## config.mk

```make
export PLATFORM = sky130hd
export DESIGN_NAME = disc_fault_supervisor
export DESIGN_NICKNAME = d
export VERILOG_FILES = /design/src/hdl/fault_pkg.sv /design/src/hdl/disc_fault_supervisor.sv
export SDC_FILE = /design/constraint.sdc
export NUM_CORES = 1
export LEC_CHECK = 0
export BUFFER_PORTS_ARGS = -buffer_cell sky130_fd_sc_hd__buf_2
export CAP_MARGIN = 20
export CELL_PAD_IN_SITES_DETAIL_PLACEMENT = 0
export CELL_PAD_IN_SITES_GLOBAL_PLACEMENT = 1
export CORE_ASPECT_RATIO = 0.9
export CORE_MARGIN = 5
export CORE_UTILIZATION = 35
export CTS_CLUSTER_SIZE = 30
export DETAILED_ROUTE_END_ITERATION = 10
export GPL_TIMING_DRIVEN = 0
export PLACE_DENSITY_LB_ADDON = 0.1
export SLEW_MARGIN = 20
export SYNTH_ARGS = -nofsm -noshare
export SYNTH_HDL_FRONTEND = slang
export SYNTH_SLANG_ARGS = --single-unit
export TNS_END_PERCENT = 20
```

## constraint.sdc

```tcl
create_clock -name clk_i -period 2.6 [get_ports clk_i]
set_input_delay 0.39 -clock clk_i [delete_from_list [all_inputs] [get_ports clk_i]]
set_output_delay 0.39 -clock clk_i [all_outputs]
set_load 0.02 [all_outputs]
```

## src/hdl/fault_pkg.sv

```systemverilog
// Constants and carrier types shared by the disc drive fault supervisor.
package fault_pkg;

    // ------------------------------------------------------------
    // Address limits
    // ------------------------------------------------------------
    localparam logic [9:0] CYL_MAX  = 10'h336;
    localparam logic [3:0] HEAD_MAX = 4'h8;
    localparam logic [7:0] SECT_MAX = 8'h3f;

    // ------------------------------------------------------------
    // Timing
    // ------------------------------------------------------------
    localparam int TCC_HZ   = 135;
    localparam int SEEK_MS  = 120;
    localparam int LONG_MS  = 1667;
    localparam int TO_CNT_W = 8;

    // ------------------------------------------------------------
    // Register map and fields
    // ------------------------------------------------------------
    localparam int          ADDR_W     = 5;
    localparam logic [4:0]  REG_STATUS = 5'h00;
    localparam logic [4:0]  REG_ADDR   = 5'h04;
    localparam logic [4:0]  REG_CTRL   = 5'h08;
    localparam logic [1:0]  RESP_OKAY  = 2'h0;
    localparam logic [1:0]  RESP_SLVERR = 2'h2;
    localparam int ST_ILL_HEAD  = 0;
    localparam int ST_ILL_SECT  = 1;
    localparam int ST_SEEK_CHK  = 2;
    localparam int ST_CYL_OVER  = 3;
    localparam int ST_DRV_FAULT = 4;
    localparam int ST_GAIN      = 5;
    localparam int ST_CARR_BACK = 6;
    localparam int ST_TIMEOUT   = 7;
    localparam int ST_INTERLOCK = 8;
    localparam int ST_READY     = 9;
    localparam int ST_TIMING    = 10;
    localparam int AD_HEAD_LSB  = 16;
    localparam int AD_SECT_LSB  = 24;
    localparam int CTRL_CLEAR   = 0;
    localparam int CTRL_UNLOAD  = 1;

    // ------------------------------------------------------------
    // Types
    // ------------------------------------------------------------
    typedef enum logic [2:0] {
        SEQ_IDLE, SEQ_RETRACT, SEQ_HELD, SEQ_BRAKE, SEQ_UNLOCK
    } seq_t;

    typedef struct packed {
        logic seek_decoded;
        logic address_command;
        logic sector_transfer_command;
        logic recalibrate_command;
        logic clear_status_command;
        logic home_seek_n;
    } cmd_t;

    typedef struct packed {
        logic board_seated;
        logic chamber_connected;
        logic supply_good;
        logic heatsink_ok;
        logic spindle_fault;
    } ilk_t;

    typedef struct packed {
        logic timeout_fault_indicator_n;
        logic drive_fault_lamp_n;
        logic ready_lamp_n;
        logic servo_enable_n;
        logic head_retract;
        logic spindle_stop_n;
        logic door_unlock;
        logic door_unlocked_lamp_n;
        logic gain_fault_indicator_n;
        logic carriage_back_indicator_n;
        logic interlock_lamp_n;
        logic seek_check;
    } ind_t;

    typedef struct packed {
        cmd_t                cmd_prev;
        logic                tcc_prev;
        logic [9:0]          seek_check_clear_pulse;
        logic [3:0]          head;
        logic [7:0]          sector;
        logic                seek_chk;
        logic                ill_head;
        logic                ill_sect;
        logic                gain_f;
        logic                cb_f;
        logic                ilk_f;
        logic                to_f;
        logic                to_act;
        logic                to_long;
        logic                to_unload;
        logic [TO_CNT_W-1:0] to_cnt;
        logic                drive_ready_flag;
        logic                servo_en;
        seq_t                seq;
        ind_t                ind;
        logic                sw_clear;
        logic                sw_unload;
        logic                awready;
        logic                wready;
        logic                bvalid;
        logic [1:0]          bresp;
        logic                arready;
        logic                rvalid;
        logic [1:0]          rresp;
        logic [31:0]         rdata;
        logic [ADDR_W-1:0]   waddr;
        logic [1:0]          wdata;
        logic                wstb;
    } state_t;

    localparam cmd_t CMD_RST = '{home_seek_n: 1'b1, default: 1'b0};
    localparam ind_t IND_RST = '{head_retract: 1'b0, door_unlock: 1'b0,
                                 seek_check: 1'b0, default: 1'b1};
    localparam state_t STATE_RST = '{cmd_prev: CMD_RST, seq: SEQ_IDLE, ind: IND_RST,
                                     awready: 1'b1, wready: 1'b1, arready: 1'b1,
                                     default: '0};

endpackage

```

## src/hdl/disc_fault_supervisor.sv

```systemverilog
// Fault supervision for a moving-head disc drive with an AXI4-Lite status port.
//
// Operation
// RULE1 - Cylinder above 822 flagged and not loaded
// RULE2 - Seek edge sets check on range or motion
// RULE3 - Any illegal address shows as status bit 2
// RULE4 - Home seek or legal seek clears check
// RULE5 - Non-destructive reset clears the recoverable flags
// RULE6 - Head above 8 flagged, head register kept
// RULE7 - Sector above 63 flagged, sector kept
// RULE8 - Seek starts 120 ms timeout until settled
// RULE9 - Timeout counter steps on spindle-derived clock
// RULE10 - Load, unload, recalibrate start 1667 ms timeout
// RULE11 - Expiry lights indicator, freezes counter, full shutdown
// RULE12 - Only destructive reset clears the timeout
// RULE13 - Unload: lamp, bit 4, retract, ready, servo off (code: lamp and bit 4 only on a fault, not on a CTRL_UNLOAD write)
// RULE14 - Retracted: stop spindle, then unlock door (code: only on timeout or interlock fault, else held with spindle on)
// RULE15 - Gain loss while ready sets gain fault
// RULE16 - Gain fault clears on non-destructive reset
// RULE17 - Carriage back while ready sets fault
// RULE18 - Carriage back fault clears only destructively
// RULE19 - Any bad interlock input declares interlock fault
// RULE20 - Counter restarts and compares against window ends
module disc_fault_supervisor #(
    parameter int TCC_HZ  = fault_pkg::TCC_HZ,
    parameter int SEEK_MS = fault_pkg::SEEK_MS,
    parameter int LONG_MS = fault_pkg::LONG_MS
) (
    // Clock, reset, enable
    input  wire logic                         clk_i,
    input  wire logic                         rst_n_i,
    input  wire logic                         ce_i,
    // Internal control bus
    input  wire fault_pkg::cmd_t              cmd_i,
    input  wire logic [15:0]                  bus_data_i,
    // Servo, spindle and interlock inputs
    input  wire logic                         heads_settled_n_i,
    input  wire logic                         timeout_count_clock_i,
    input  wire logic                         servo_gain_ok_i,
    input  wire logic                         carriage_fully_back_i,
    input  wire logic                         spindle_turning_n_i,
    input  wire logic                         interlock_clear_i,
    input  wire logic                         run_switch_i,
    input  wire fault_pkg::ilk_t              ilk_i,
    // Indicators and actuators
    output fault_pkg::ind_t                   ind_o,
    // AXI4-Lite slave
    input  wire logic [fault_pkg::ADDR_W-1:0] s_axi_awaddr,
    input  wire logic                         s_axi_awvalid,
    output logic                              s_axi_awready,
    input  wire logic [31:0]                  s_axi_wdata,
    input  wire logic [3:0]                   s_axi_wstrb,
    input  wire logic                         s_axi_wvalid,
    output logic                              s_axi_wready,
    output logic [1:0]                        s_axi_bresp,
    output logic                              s_axi_bvalid,
    input  wire logic                         s_axi_bready,
    input  wire logic [fault_pkg::ADDR_W-1:0] s_axi_araddr,
    input  wire logic                         s_axi_arvalid,
    output logic                              s_axi_arready,
    output logic [31:0]                       s_axi_rdata,
    output logic [1:0]                        s_axi_rresp,
    output logic                              s_axi_rvalid,
    input  wire logic                         s_axi_rready
);

    // ------------------------------------------------------------
    // Derived counts
    // ------------------------------------------------------------
    // A longest time rounds down to whole spindle-clock periods.
    localparam int SEEK_TICKS = SEEK_MS * TCC_HZ / 1000;
    localparam int LONG_TICKS = LONG_MS * TCC_HZ / 1000;
    localparam logic [fault_pkg::TO_CNT_W-1:0] SEEK_LIM =
        fault_pkg::TO_CNT_W'(SEEK_TICKS);
    localparam logic [fault_pkg::TO_CNT_W-1:0] LONG_LIM =
        fault_pkg::TO_CNT_W'(LONG_TICKS);

    if (SEEK_TICKS < 1 || LONG_TICKS >= (1 << fault_pkg::TO_CNT_W)) begin : g_bad_timing
        $error("Timeout windows do not fit the counter.");
    end

    function automatic logic [1:0] reg_sel(input logic [fault_pkg::ADDR_W-1:0] a);
        unique case (a)
            fault_pkg::REG_STATUS: reg_sel = 2'h0;
            fault_pkg::REG_ADDR:   reg_sel = 2'h1;
            fault_pkg::REG_CTRL:   reg_sel = 2'h2;
            default:               reg_sel = 2'h3;
        endcase
    endfunction

    fault_pkg::state_t q;
    fault_pkg::state_t d;

    logic        seek_e;
    logic        addr_e;
    logic        sect_e;
    logic        recal_e;
    logic        home_e;
    logic        tcc_e;
    logic        cylinder_over_range;
    logic        head_bad;
    logic        sect_bad;
    logic        seek_bad;
    logic        seek_ok;
    logic        nd_rst;
    logic        d_rst;
    logic        gain_set;
    logic        cb_set;
    logic        ilk_bad;
    logic        trig;
    logic        full;
    logic        unload_start;
    logic        cancel;
    logic        expire;
    logic [fault_pkg::TO_CNT_W-1:0] limit;
    logic [15:0] status_w;
    logic [31:0] addr_w;

    // ------------------------------------------------------------
    // Decode
    // ------------------------------------------------------------
    always_comb begin
        seek_e  = cmd_i.seek_decoded & ~q.cmd_prev.seek_decoded;
        addr_e  = cmd_i.address_command & ~q.cmd_prev.address_command;
        sect_e  = addr_e | (cmd_i.sector_transfer_command
                            & ~q.cmd_prev.sector_transfer_command);
        recal_e = cmd_i.recalibrate_command & ~q.cmd_prev.recalibrate_command;
        home_e  = ~cmd_i.home_seek_n & q.cmd_prev.home_seek_n;
        // The count clock is slow and synchronous, so an edge detector suffices.
        tcc_e   = timeout_count_clock_i & ~q.tcc_prev; // RULE9
        cylinder_over_range = bus_data_i[9:0] > fault_pkg::CYL_MAX; // RULE1
        head_bad = bus_data_i[11:8] > fault_pkg::HEAD_MAX; // RULE6
        sect_bad = bus_data_i[7:0] > fault_pkg::SECT_MAX; // RULE7
        seek_bad = seek_e & (cylinder_over_range | heads_settled_n_i); // RULE2
        seek_ok  = seek_e & ~seek_bad;
        nd_rst = interlock_clear_i | run_switch_i | cmd_i.clear_status_command
                 | q.sw_clear; // RULE5
        d_rst  = interlock_clear_i | run_switch_i; // RULE12
        gain_set = ~servo_gain_ok_i & q.drive_ready_flag & (q.seek_check_clear_pulse <= fault_pkg::CYL_MAX); // RULE15
        cb_set   = carriage_fully_back_i & q.drive_ready_flag; // RULE17
        ilk_bad  = ~(ilk_i.board_seated & ilk_i.chamber_connected & ilk_i.supply_good
                     & ilk_i.heatsink_ok) | ilk_i.spindle_fault; // RULE19
        trig = gain_set | cb_set | ilk_bad | q.to_f | q.gain_f | q.cb_f | q.ilk_f;
        full = q.to_f | q.ilk_f;
        unload_start = (q.seq == fault_pkg::SEQ_IDLE) & (trig | q.sw_unload);
        limit  = q.to_long ? LONG_LIM : SEEK_LIM; // RULE20
        cancel = q.to_act & (q.to_unload ? carriage_fully_back_i
                 : (~heads_settled_n_i & (~q.to_long | (q.seek_check_clear_pulse == '0)))); // RULE8 RULE10
        expire = q.to_act & ~q.to_f & ~cancel & (q.to_cnt >= limit); // RULE20
        status_w = '0;
        status_w[fault_pkg::ST_ILL_HEAD]  = q.ill_head;
        status_w[fault_pkg::ST_ILL_SECT]  = q.ill_sect;
        status_w[fault_pkg::ST_SEEK_CHK]  = q.seek_chk | q.ill_head | q.ill_sect; // RULE3
        status_w[fault_pkg::ST_CYL_OVER]  = cylinder_over_range;
        status_w[fault_pkg::ST_DRV_FAULT] = q.gain_f | q.cb_f | q.to_f | q.ilk_f; // RULE13
        status_w[fault_pkg::ST_GAIN]      = q.gain_f;
        status_w[fault_pkg::ST_CARR_BACK] = q.cb_f;
        status_w[fault_pkg::ST_TIMEOUT]   = q.to_f;
        status_w[fault_pkg::ST_INTERLOCK] = q.ilk_f;
        status_w[fault_pkg::ST_READY]     = q.drive_ready_flag;
        status_w[fault_pkg::ST_TIMING]    = q.to_act;
        addr_w = '0;
        addr_w[9:0] = q.seek_check_clear_pulse;
        addr_w[fault_pkg::AD_HEAD_LSB +: 4] = q.head;
        addr_w[fault_pkg::AD_SECT_LSB +: 8] = q.sector;
    end

    // ------------------------------------------------------------
    // Next state
    // ------------------------------------------------------------
    always_comb begin
        d = q;
        d.cmd_prev = cmd_i;
        d.tcc_prev = timeout_count_clock_i;
        d.sw_clear = 1'b0;
        d.sw_unload = 1'b0;

        // Offending addresses never reach their registers.
        if (seek_ok) begin
            d.seek_check_clear_pulse = bus_data_i[9:0]; // RULE1
        end
        if (~cmd_i.home_seek_n) begin
            d.seek_check_clear_pulse = '0;
        end
        if (addr_e && !head_bad) begin
            d.head = bus_data_i[11:8]; // RULE6
        end
        if (sect_e && !sect_bad) begin
            d.sector = bus_data_i[7:0]; // RULE7
        end

        // A flag set in the same cycle as its clear stays set.
        d.seek_chk = seek_bad
                     | (q.seek_chk & ~nd_rst & ~seek_ok & cmd_i.home_seek_n); // RULE4
        d.ill_head = (addr_e & head_bad) | (q.ill_head & ~nd_rst); // RULE6
        d.ill_sect = (sect_e & sect_bad) | (q.ill_sect & ~nd_rst); // RULE7
        d.gain_f = gain_set | (q.gain_f & ~nd_rst); // RULE16
        d.cb_f   = cb_set | (q.cb_f & ~d_rst); // RULE18
        d.ilk_f  = ilk_bad | (q.ilk_f & ~d_rst);
        d.to_f   = expire | (q.to_f & ~d_rst); // RULE12

        // Once timed out the counter is frozen until a destructive reset.
        if (!q.to_f) begin
            if (tcc_e && q.to_act) begin
                d.to_cnt = q.to_cnt + 1'b1; // RULE9
            end
            if (cancel || expire) begin
                d.to_act = 1'b0;
            end
            if (seek_ok || home_e || recal_e || unload_start) begin
                d.to_act    = 1'b1; // RULE8 RULE10
                d.to_cnt    = '0; // RULE20
                d.to_long   = ~seek_ok | home_e | recal_e | unload_start;
                d.to_unload = unload_start;
            end
        end else if (d_rst) begin
            d.to_act = 1'b0; // RULE12
            d.to_cnt = '0;
        end

        if (cancel && q.to_long && !q.to_unload && !trig
            && q.seq == fault_pkg::SEQ_IDLE) begin
            d.drive_ready_flag     = 1'b1;
            d.servo_en = 1'b1;
        end

        unique case (q.seq)
            fault_pkg::SEQ_IDLE: begin
                if (unload_start) begin
                    d.seq      = fault_pkg::SEQ_RETRACT; // RULE13
                    d.drive_ready_flag     = 1'b0;
                    d.servo_en = 1'b0;
                end
            end
            fault_pkg::SEQ_RETRACT: begin
                if (carriage_fully_back_i) begin
                    d.seq = full ? fault_pkg::SEQ_BRAKE : fault_pkg::SEQ_HELD; // RULE14
                end
            end
            fault_pkg::SEQ_HELD: begin
                if (full) begin
                    d.seq = fault_pkg::SEQ_BRAKE; // RULE11
                end
            end
            fault_pkg::SEQ_BRAKE: begin
                if (!spindle_turning_n_i) begin
                    d.seq = fault_pkg::SEQ_UNLOCK; // RULE14
                end
            end
            fault_pkg::SEQ_UNLOCK: begin
                d.seq = fault_pkg::SEQ_UNLOCK;
            end
        endcase
        // The heads stay parked until a destructive reset restarts the drive.
        if (d_rst && !trig && q.seq != fault_pkg::SEQ_RETRACT) begin
            d.seq = fault_pkg::SEQ_IDLE;
        end

        // Register bus, write side.
        if (s_axi_awvalid && q.awready) begin
            d.awready = 1'b0;
            d.waddr   = s_axi_awaddr;
        end
        if (s_axi_wvalid && q.wready) begin
            d.wready = 1'b0;
            d.wdata  = s_axi_wdata[1:0];
            d.wstb   = s_axi_wstrb[0];
        end
        if (!q.awready && !q.wready && !q.bvalid) begin
            d.bvalid = 1'b1;
            d.bresp  = (reg_sel(q.waddr) == 2'h3) ? fault_pkg::RESP_SLVERR
                                                    : fault_pkg::RESP_OKAY;
            if (reg_sel(q.waddr) == 2'h2 && q.wstb) begin
                d.sw_clear  = q.wdata[fault_pkg::CTRL_CLEAR];
                d.sw_unload = q.wdata[fault_pkg::CTRL_UNLOAD];
            end
        end
        if (q.bvalid && s_axi_bready) begin
            d.bvalid  = 1'b0;
            d.awready = 1'b1;
            d.wready  = 1'b1;
        end

        // Register bus, read side.
        if (s_axi_arvalid && q.arready) begin
            d.arready = 1'b0;
            d.rvalid  = 1'b1;
            d.rresp   = fault_pkg::RESP_OKAY;
            unique case (reg_sel(s_axi_araddr))
                2'h0: d.rdata = {16'h0000, status_w};
                2'h1: d.rdata = addr_w;
                2'h2: d.rdata = 32'h0000_0000;
                2'h3: begin
                    d.rdata = 32'h0000_0000;
                    d.rresp = fault_pkg::RESP_SLVERR;
                end
            endcase
        end
        if (q.rvalid && s_axi_rready) begin
            d.rvalid  = 1'b0;
            d.arready = 1'b1;
        end

        // Indicators follow the next state so that every output is a flop.
        d.ind.timeout_fault_indicator_n = ~d.to_f; // RULE11
        d.ind.drive_fault_lamp_n = ~(d.gain_f | d.cb_f | d.to_f | d.ilk_f); // RULE13
        d.ind.ready_lamp_n       = ~d.drive_ready_flag;
        d.ind.servo_enable_n     = ~d.servo_en;
        d.ind.head_retract       = d.seq != fault_pkg::SEQ_IDLE;
        d.ind.spindle_stop_n     = ~(d.seq == fault_pkg::SEQ_BRAKE
                                     || d.seq == fault_pkg::SEQ_UNLOCK); // RULE14
        d.ind.door_unlock        = d.seq == fault_pkg::SEQ_UNLOCK;
        d.ind.door_unlocked_lamp_n = ~(d.seq == fault_pkg::SEQ_UNLOCK);
        d.ind.gain_fault_indicator_n    = ~d.gain_f; // RULE15
        d.ind.carriage_back_indicator_n = ~d.cb_f; // RULE17
        d.ind.interlock_lamp_n   = ~d.ilk_f;
        d.ind.seek_check         = d.seek_chk | d.ill_head | d.ill_sect;
    end

    always_ff @(posedge clk_i) begin
        if (!rst_n_i) begin
            q <= fault_pkg::STATE_RST;
        end else if (ce_i) begin
            q <= d;
        end
    end

    assign ind_o         = q.ind;
    assign s_axi_awready = q.awready;
    assign s_axi_wready  = q.wready;
    assign s_axi_bvalid  = q.bvalid;
    assign s_axi_bresp   = q.bresp;
    assign s_axi_arready = q.arready;
    assign s_axi_rvalid  = q.rvalid;
    assign s_axi_rresp   = q.rresp;
    assign s_axi_rdata   = q.rdata;
endmodule

```

## Yosys cells after proc, flatten, opt, wreduce, memory -nomap -nowiden

Cells that the tools add are included.

- Add/subtract/negate cells: 1
- Magnitude comparators: 5
- Equal/unequal tests: 18
- Multiplexer cells: 35
- Bitwise gates (word level): 91
- Reduce and logical (&&, ||, !) cells: 56

Operators with widths:

| cell | count |
|---|---|
| $pmux 32 s3 | 1 |
| $mux 36 | 1 |
| $or 1x1->1 | 35 |
| $mux 8 | 4 |
| $and 1x1->1 | 31 |
| $not 1->1 | 25 |
| $reduce_and 2->1 | 11 |
| $mux 10 | 2 |
| $mux 2 | 9 |
| $mux 3 | 6 |
| $logic_and 1x1->1 | 17 |
| $pmux 3 s5 | 1 |
| $pmux 2 s3 | 2 |
| $mux 11 | 1 |
| $eq 5x3->1 const B | 2 |
| $eq 5x4->1 const B | 2 |
| $gt 10x10->1 const B | 1 |
| $le 10x10->1 const B | 1 |
| $logic_not 10->1 | 1 |
| $logic_not 5->1 | 2 |
| $eq 3x2->1 const B | 3 |
| $reduce_and 3->1 | 3 |
| $reduce_bool 3->1 | 3 |
| $add 8x1->8 const B | 1 |
| other kinds (17) | 41 |

- Bits in registers: 114
- Input port bits: 88
- Output and inout bits: 53
- Logic and storage cells: 254

## Depth between registers and ports, before layout

- Word-level depth: 20
- Depth in mapped cells: 8
- Mapped depth without buffers: 8

## Least setup slack after synthesis

No wires, ideal clock.

- Path type: input-to-reg
- Start: in ilk_i[1] (netlist name)
- End: reg q[78] (netlist name)
- Setup time: 0.120 ns
- Data arrival time: 1.642 ns
- Required time: 2.480 ns
- Slack: 0.838 ns
- Stages on the path: 7
- Buffers on the path: 1
- Cell sequence: nand4_1 -> a211oi_1 -> o2111a_1 -> nand2b_1 -> buf_2 -> a21oi_1 -> a211o_1

- Longest elaborated chain between the ends: 13
- Elaborated cells between the ends (all ways): 15
- Classes of those cells: mux: 2; bitwise: 10; reduce/logical: 3

Ends and longest elaborated chain:

| item | RTL line | text |
|---|---|---|
| start, declared | disc_fault_supervisor.sv:44 | `input wire fault_pkg::ilk_t ilk_i,` |
| $and 1x1->1 (*) | disc_fault_supervisor.sv:142 | `& ilk_i.heatsink_ok) \| ilk_i.spindle_fault;` |
| $not 1->1 (*) | disc_fault_supervisor.sv:141 | `ilk_bad = ~(ilk_i.board_seated & ilk_i.chamber_connected & ilk_i.supply_good` |
| $or 1x1->1 (*) | disc_fault_supervisor.sv:142 |  |
| $or 1x1->1 (*) (5 in a row) | disc_fault_supervisor.sv:143 | `trig = gain_set \| cb_set \| ilk_bad \| q.to_f \| q.gain_f \| q.cb_f \| q.ilk_f;` |
| $or 1x1->1 (*) | disc_fault_supervisor.sv:145 | `unload_start = (q.seq == fault_pkg::SEQ_IDLE) & (trig \| q.sw_unload);` |
| $and 1x1->1 (*) | disc_fault_supervisor.sv:145 |  |
| $logic_or 1x1->1 (*) | disc_fault_supervisor.sv:210 | `if (seek_ok \|\| home_e \|\| recal_e \|\| unload_start) begin` |
| $reduce_bool 3->1 (no line) or $mux 11 (tied branches) | - |  |
| $reduce_and 3->1 (no line) or $mux 1 (tied branches) | - |  |
| end signal, assigned | disc_fault_supervisor.sv:322 | `q <= fault_pkg::STATE_RST;` |
| end, declared | disc_fault_supervisor.sv:91 | `fault_pkg::state_t q;` |

Mark *: on every way between the ends. The rest lies on a longest branch, timed or not.
A chain may end at the register's enable or synchronous reset.

## Worst setup path in the final report

- Start: reg q[67] (netlist name)
- End: reg q, in the netlist ind_o[4]

- Longest elaborated chain between the ends: 15
- Elaborated cells between the ends (all ways): 19
- Classes of those cells: eq/ne: 1; mux: 3; bitwise: 12; reduce/logical: 3

Ends and longest elaborated chain:

| item | RTL line | text |
|---|---|---|
| $and 1x1->1 (2 in a row) | disc_fault_supervisor.sv:139 | `gain_set = ~servo_gain_ok_i & q.drive_ready_flag & (q.seek_check_clear_pulse <= fault_pkg::CYL_MAX);` |
| $or 1x1->1 (*) (6 in a row) | disc_fault_supervisor.sv:143 |  |
| $or 1x1->1 | disc_fault_supervisor.sv:145 |  |
| $and 1x1->1 | disc_fault_supervisor.sv:145 |  |
| $mux 5 | disc_fault_supervisor.sv:229 | `if (unload_start) begin` |
| $pmux 3 s5 | disc_fault_supervisor.sv:227 | `unique case (q.seq)` |
| $mux 3 (*) | disc_fault_supervisor.sv:255 | `if (d_rst && !trig && q.seq != fault_pkg::SEQ_RETRACT) begin` |
| $eq 3x3->1 (*) | disc_fault_supervisor.sv:313 | `d.ind.door_unlocked_lamp_n = ~(d.seq == fault_pkg::SEQ_UNLOCK);` |
| $not 1->1 (*) | disc_fault_supervisor.sv:313 |  |

Marked as above.

==> reports/metrics.yaml <==
cts_num_sinks: 103
antenna_found_initial: 0
fin_crit_sh: 0.794
rows: 41
finClkSkew_ns: 0.00928
maxCapViolations: 0
root_buffer: "clkbuf_16"
pin_count: 141
die_w_um: 137
syn_to_final_growth_pct: 20.2
grt_util_all_layers: 0.176
clk_path_buf_depth: 2
viasPerCell: 4.96
rsz0062_at_grt: "false"
drc: 0
gp_congestion: 0.836
first_pass_iters: 4
finalPower_mw: 3.49
critPathKind: "reg2reg"
hp-class: "in2reg"
numCtsBuffers: 9
layout.nets: 779
die_h_um: 125
cp.required_ns: 2.85
cp.arrival_ns: 2.31
ys.flop_type: "dfxtp_1"
slew_violations: 0
cts_resized: 0
r2r-start: "q[67]"
cts_tree: "yes"
seq_area_frac_synth: 0.404
grt-ovfl-total: 0
port-buffer-count: 89
grt_max_degree: 18
startpoint: "q[67]"
dr_total_vias: 4383
end_kind: "flop"
h-tree-depth: 3
power.leakage_nw: 2.62
status: "finished clean"
reg2reg_depth: 5
synth_cell_type_count: 65
drive_above_1_share: 0.248
wl_per_cell_um: 16.6
core_area_um2: 14200
min_period_ns: 2.06
r2r_slack_ns: 0.54
fmax_mhz: 484
async_flop_share: 0
final_area_um2: 6130
vdd_ir_drop_max_v: 0.000314
ant_nets: 0
postCtsHoldBufs: 0
ys_ff_latch: 103
finalSetupTns_ns: 0
synth_area_um2: 5100
clk_pin_slew_ns: 0.07
slew_headroom: 0.490
avgSynthCellArea_um2: 8.87
dp_cells: 867
timing.rr.end: "ind_o[4]"
stdcell_count: 884
start_util: 0.360
layout_common_cells: "dfxtp_1 (103), buf_2 (90), nor2b_1 (61)"
layout_commonest_cell: "dfxtp_1"
worst_pin_slew_ns: 0.765
grt_pass1_vias: 4400
post_cts_buffers: 0
holdWs_ns: 0.280
drt-total-wl_um: 14700
placed_area_um2: 5820
dr.first_iter.drc_count: 272
pwr_density_cell_nw_per_um2: 569
critPathLaunchType: "flop"
hold_viol: 0
yosysWarnings: 0
setup_violations: 0
cp_max_fo: 7
crit_end: "ind_o[4]"
fp.dieArea_um2: 17100
synth_cells: 575
grt_pass1_wl_um: 23500
post-dp-hpwl_um: 11200
clk_latency_ns: 0.36
synth_edf_count: 0
[through the flow]
| stage | utilization | setup slack [ns] |
|---|---|---|
| after floorplan | - | 0.838 |
| after global placement | 0.411 | 0.306 |
| after detailed placement | 0.411 | 0.328 |
| after CTS | 0.433 | 0.573 |
| after global routing | 0.433 | 0.424 |
| final | 0.433 | 0.535 |
[worst max-delay path: stages, from the launching register on]
cell,delay (ns)
dfxtp_1,0.38
a211oi_1,0.53
nand3_1,0.26
o31ai_2,0.37
nand4_1,0.18
a21bo_2,0.24
[worst min path at each step]
stage	startpoint	slack (ns)	cells past startpoint	end
finish	s_axi_awaddr[2]	0.28	3	q[5]
global route	s_axi_awaddr[1]	0.30	3	q[4]
CTS	s_axi_awaddr[0]	0.27	3	q[3]
detailed placement	q[109]	0.47	2	q[109]
global placement	ind_o[3]	0.46	2	ind_o[3]
floorplan	q[109]	0.44	2	q[109]
[area by class of cell]
type	instances	area [µm²]
flip-flops and latches	103	2060
repair buffers	89	445
well taps	193	241
clock inverters	5	62.6
fillers	1488	8030
diodes	1	2.50
inverters	10	37.5
plain buffers	78	490
clock buffers	11	243
multi-input cells	394	2550
[cell families after synthesis]
kind of cell | after synthesis | synth area share
simple gates | 201 | 0.216
compound gates | 143 | 0.195
flops | 103 | 0.404
buf+inv | 88 | 0.104
mux | 33 | 0.0650
fa+ha+maj | 6 | 0.0147
other cells | 1 | 0.000735
[layer usage]
metal	global-route usage	wire, µm
met5	0	0
met4	0.0458	199
met3	0.0481	853
met2	0.264	6380
met1	0.249	7220
[flip-flops by register name, summed over array words and instances (netlist names)]
signal	count
addr_w	22
ind_o	12
q	39
s_axi_arready	1
s_axi_awready	1
s_axi_bresp	1
s_axi_bvalid	1
s_axi_rdata	23
s_axi_rresp	1
s_axi_rvalid	1
s_axi_wready	1
[report_power, final]
| group | internal, mW | total (mW) | switching, mW | leakage, nW |
|---|---|---|---|---|
| clock network | 0.781 | 1.41 | 0.631 | 0.143 |
| logic | 0.167 | 0.417 | 0.250 | 1.64 |
| registers | 1.62 | 1.66 | 0.0388 | 0.838 |
| total | 2.57 | 3.49 | 0.920 | 2.62 |
[cell usage after synthesis, drive strengths merged, types with 10 or more instances]
cell,n,share of area
nor2b,61,0.075
nor2,18,0.014
buf,52,0.077
inv,10,0.0074
dfxtp,103,0.40
mux2i,32,0.063
a22oi,29,0.043
nand2,37,0.027
a21oi,22,0.022
o21ai,37,0.036
nand3,25,0.025
clkbuf,26,0.019
nor3,21,0.022
a21boi,10,0.017
No activity file was read; power rests on OpenSTA's default activity.
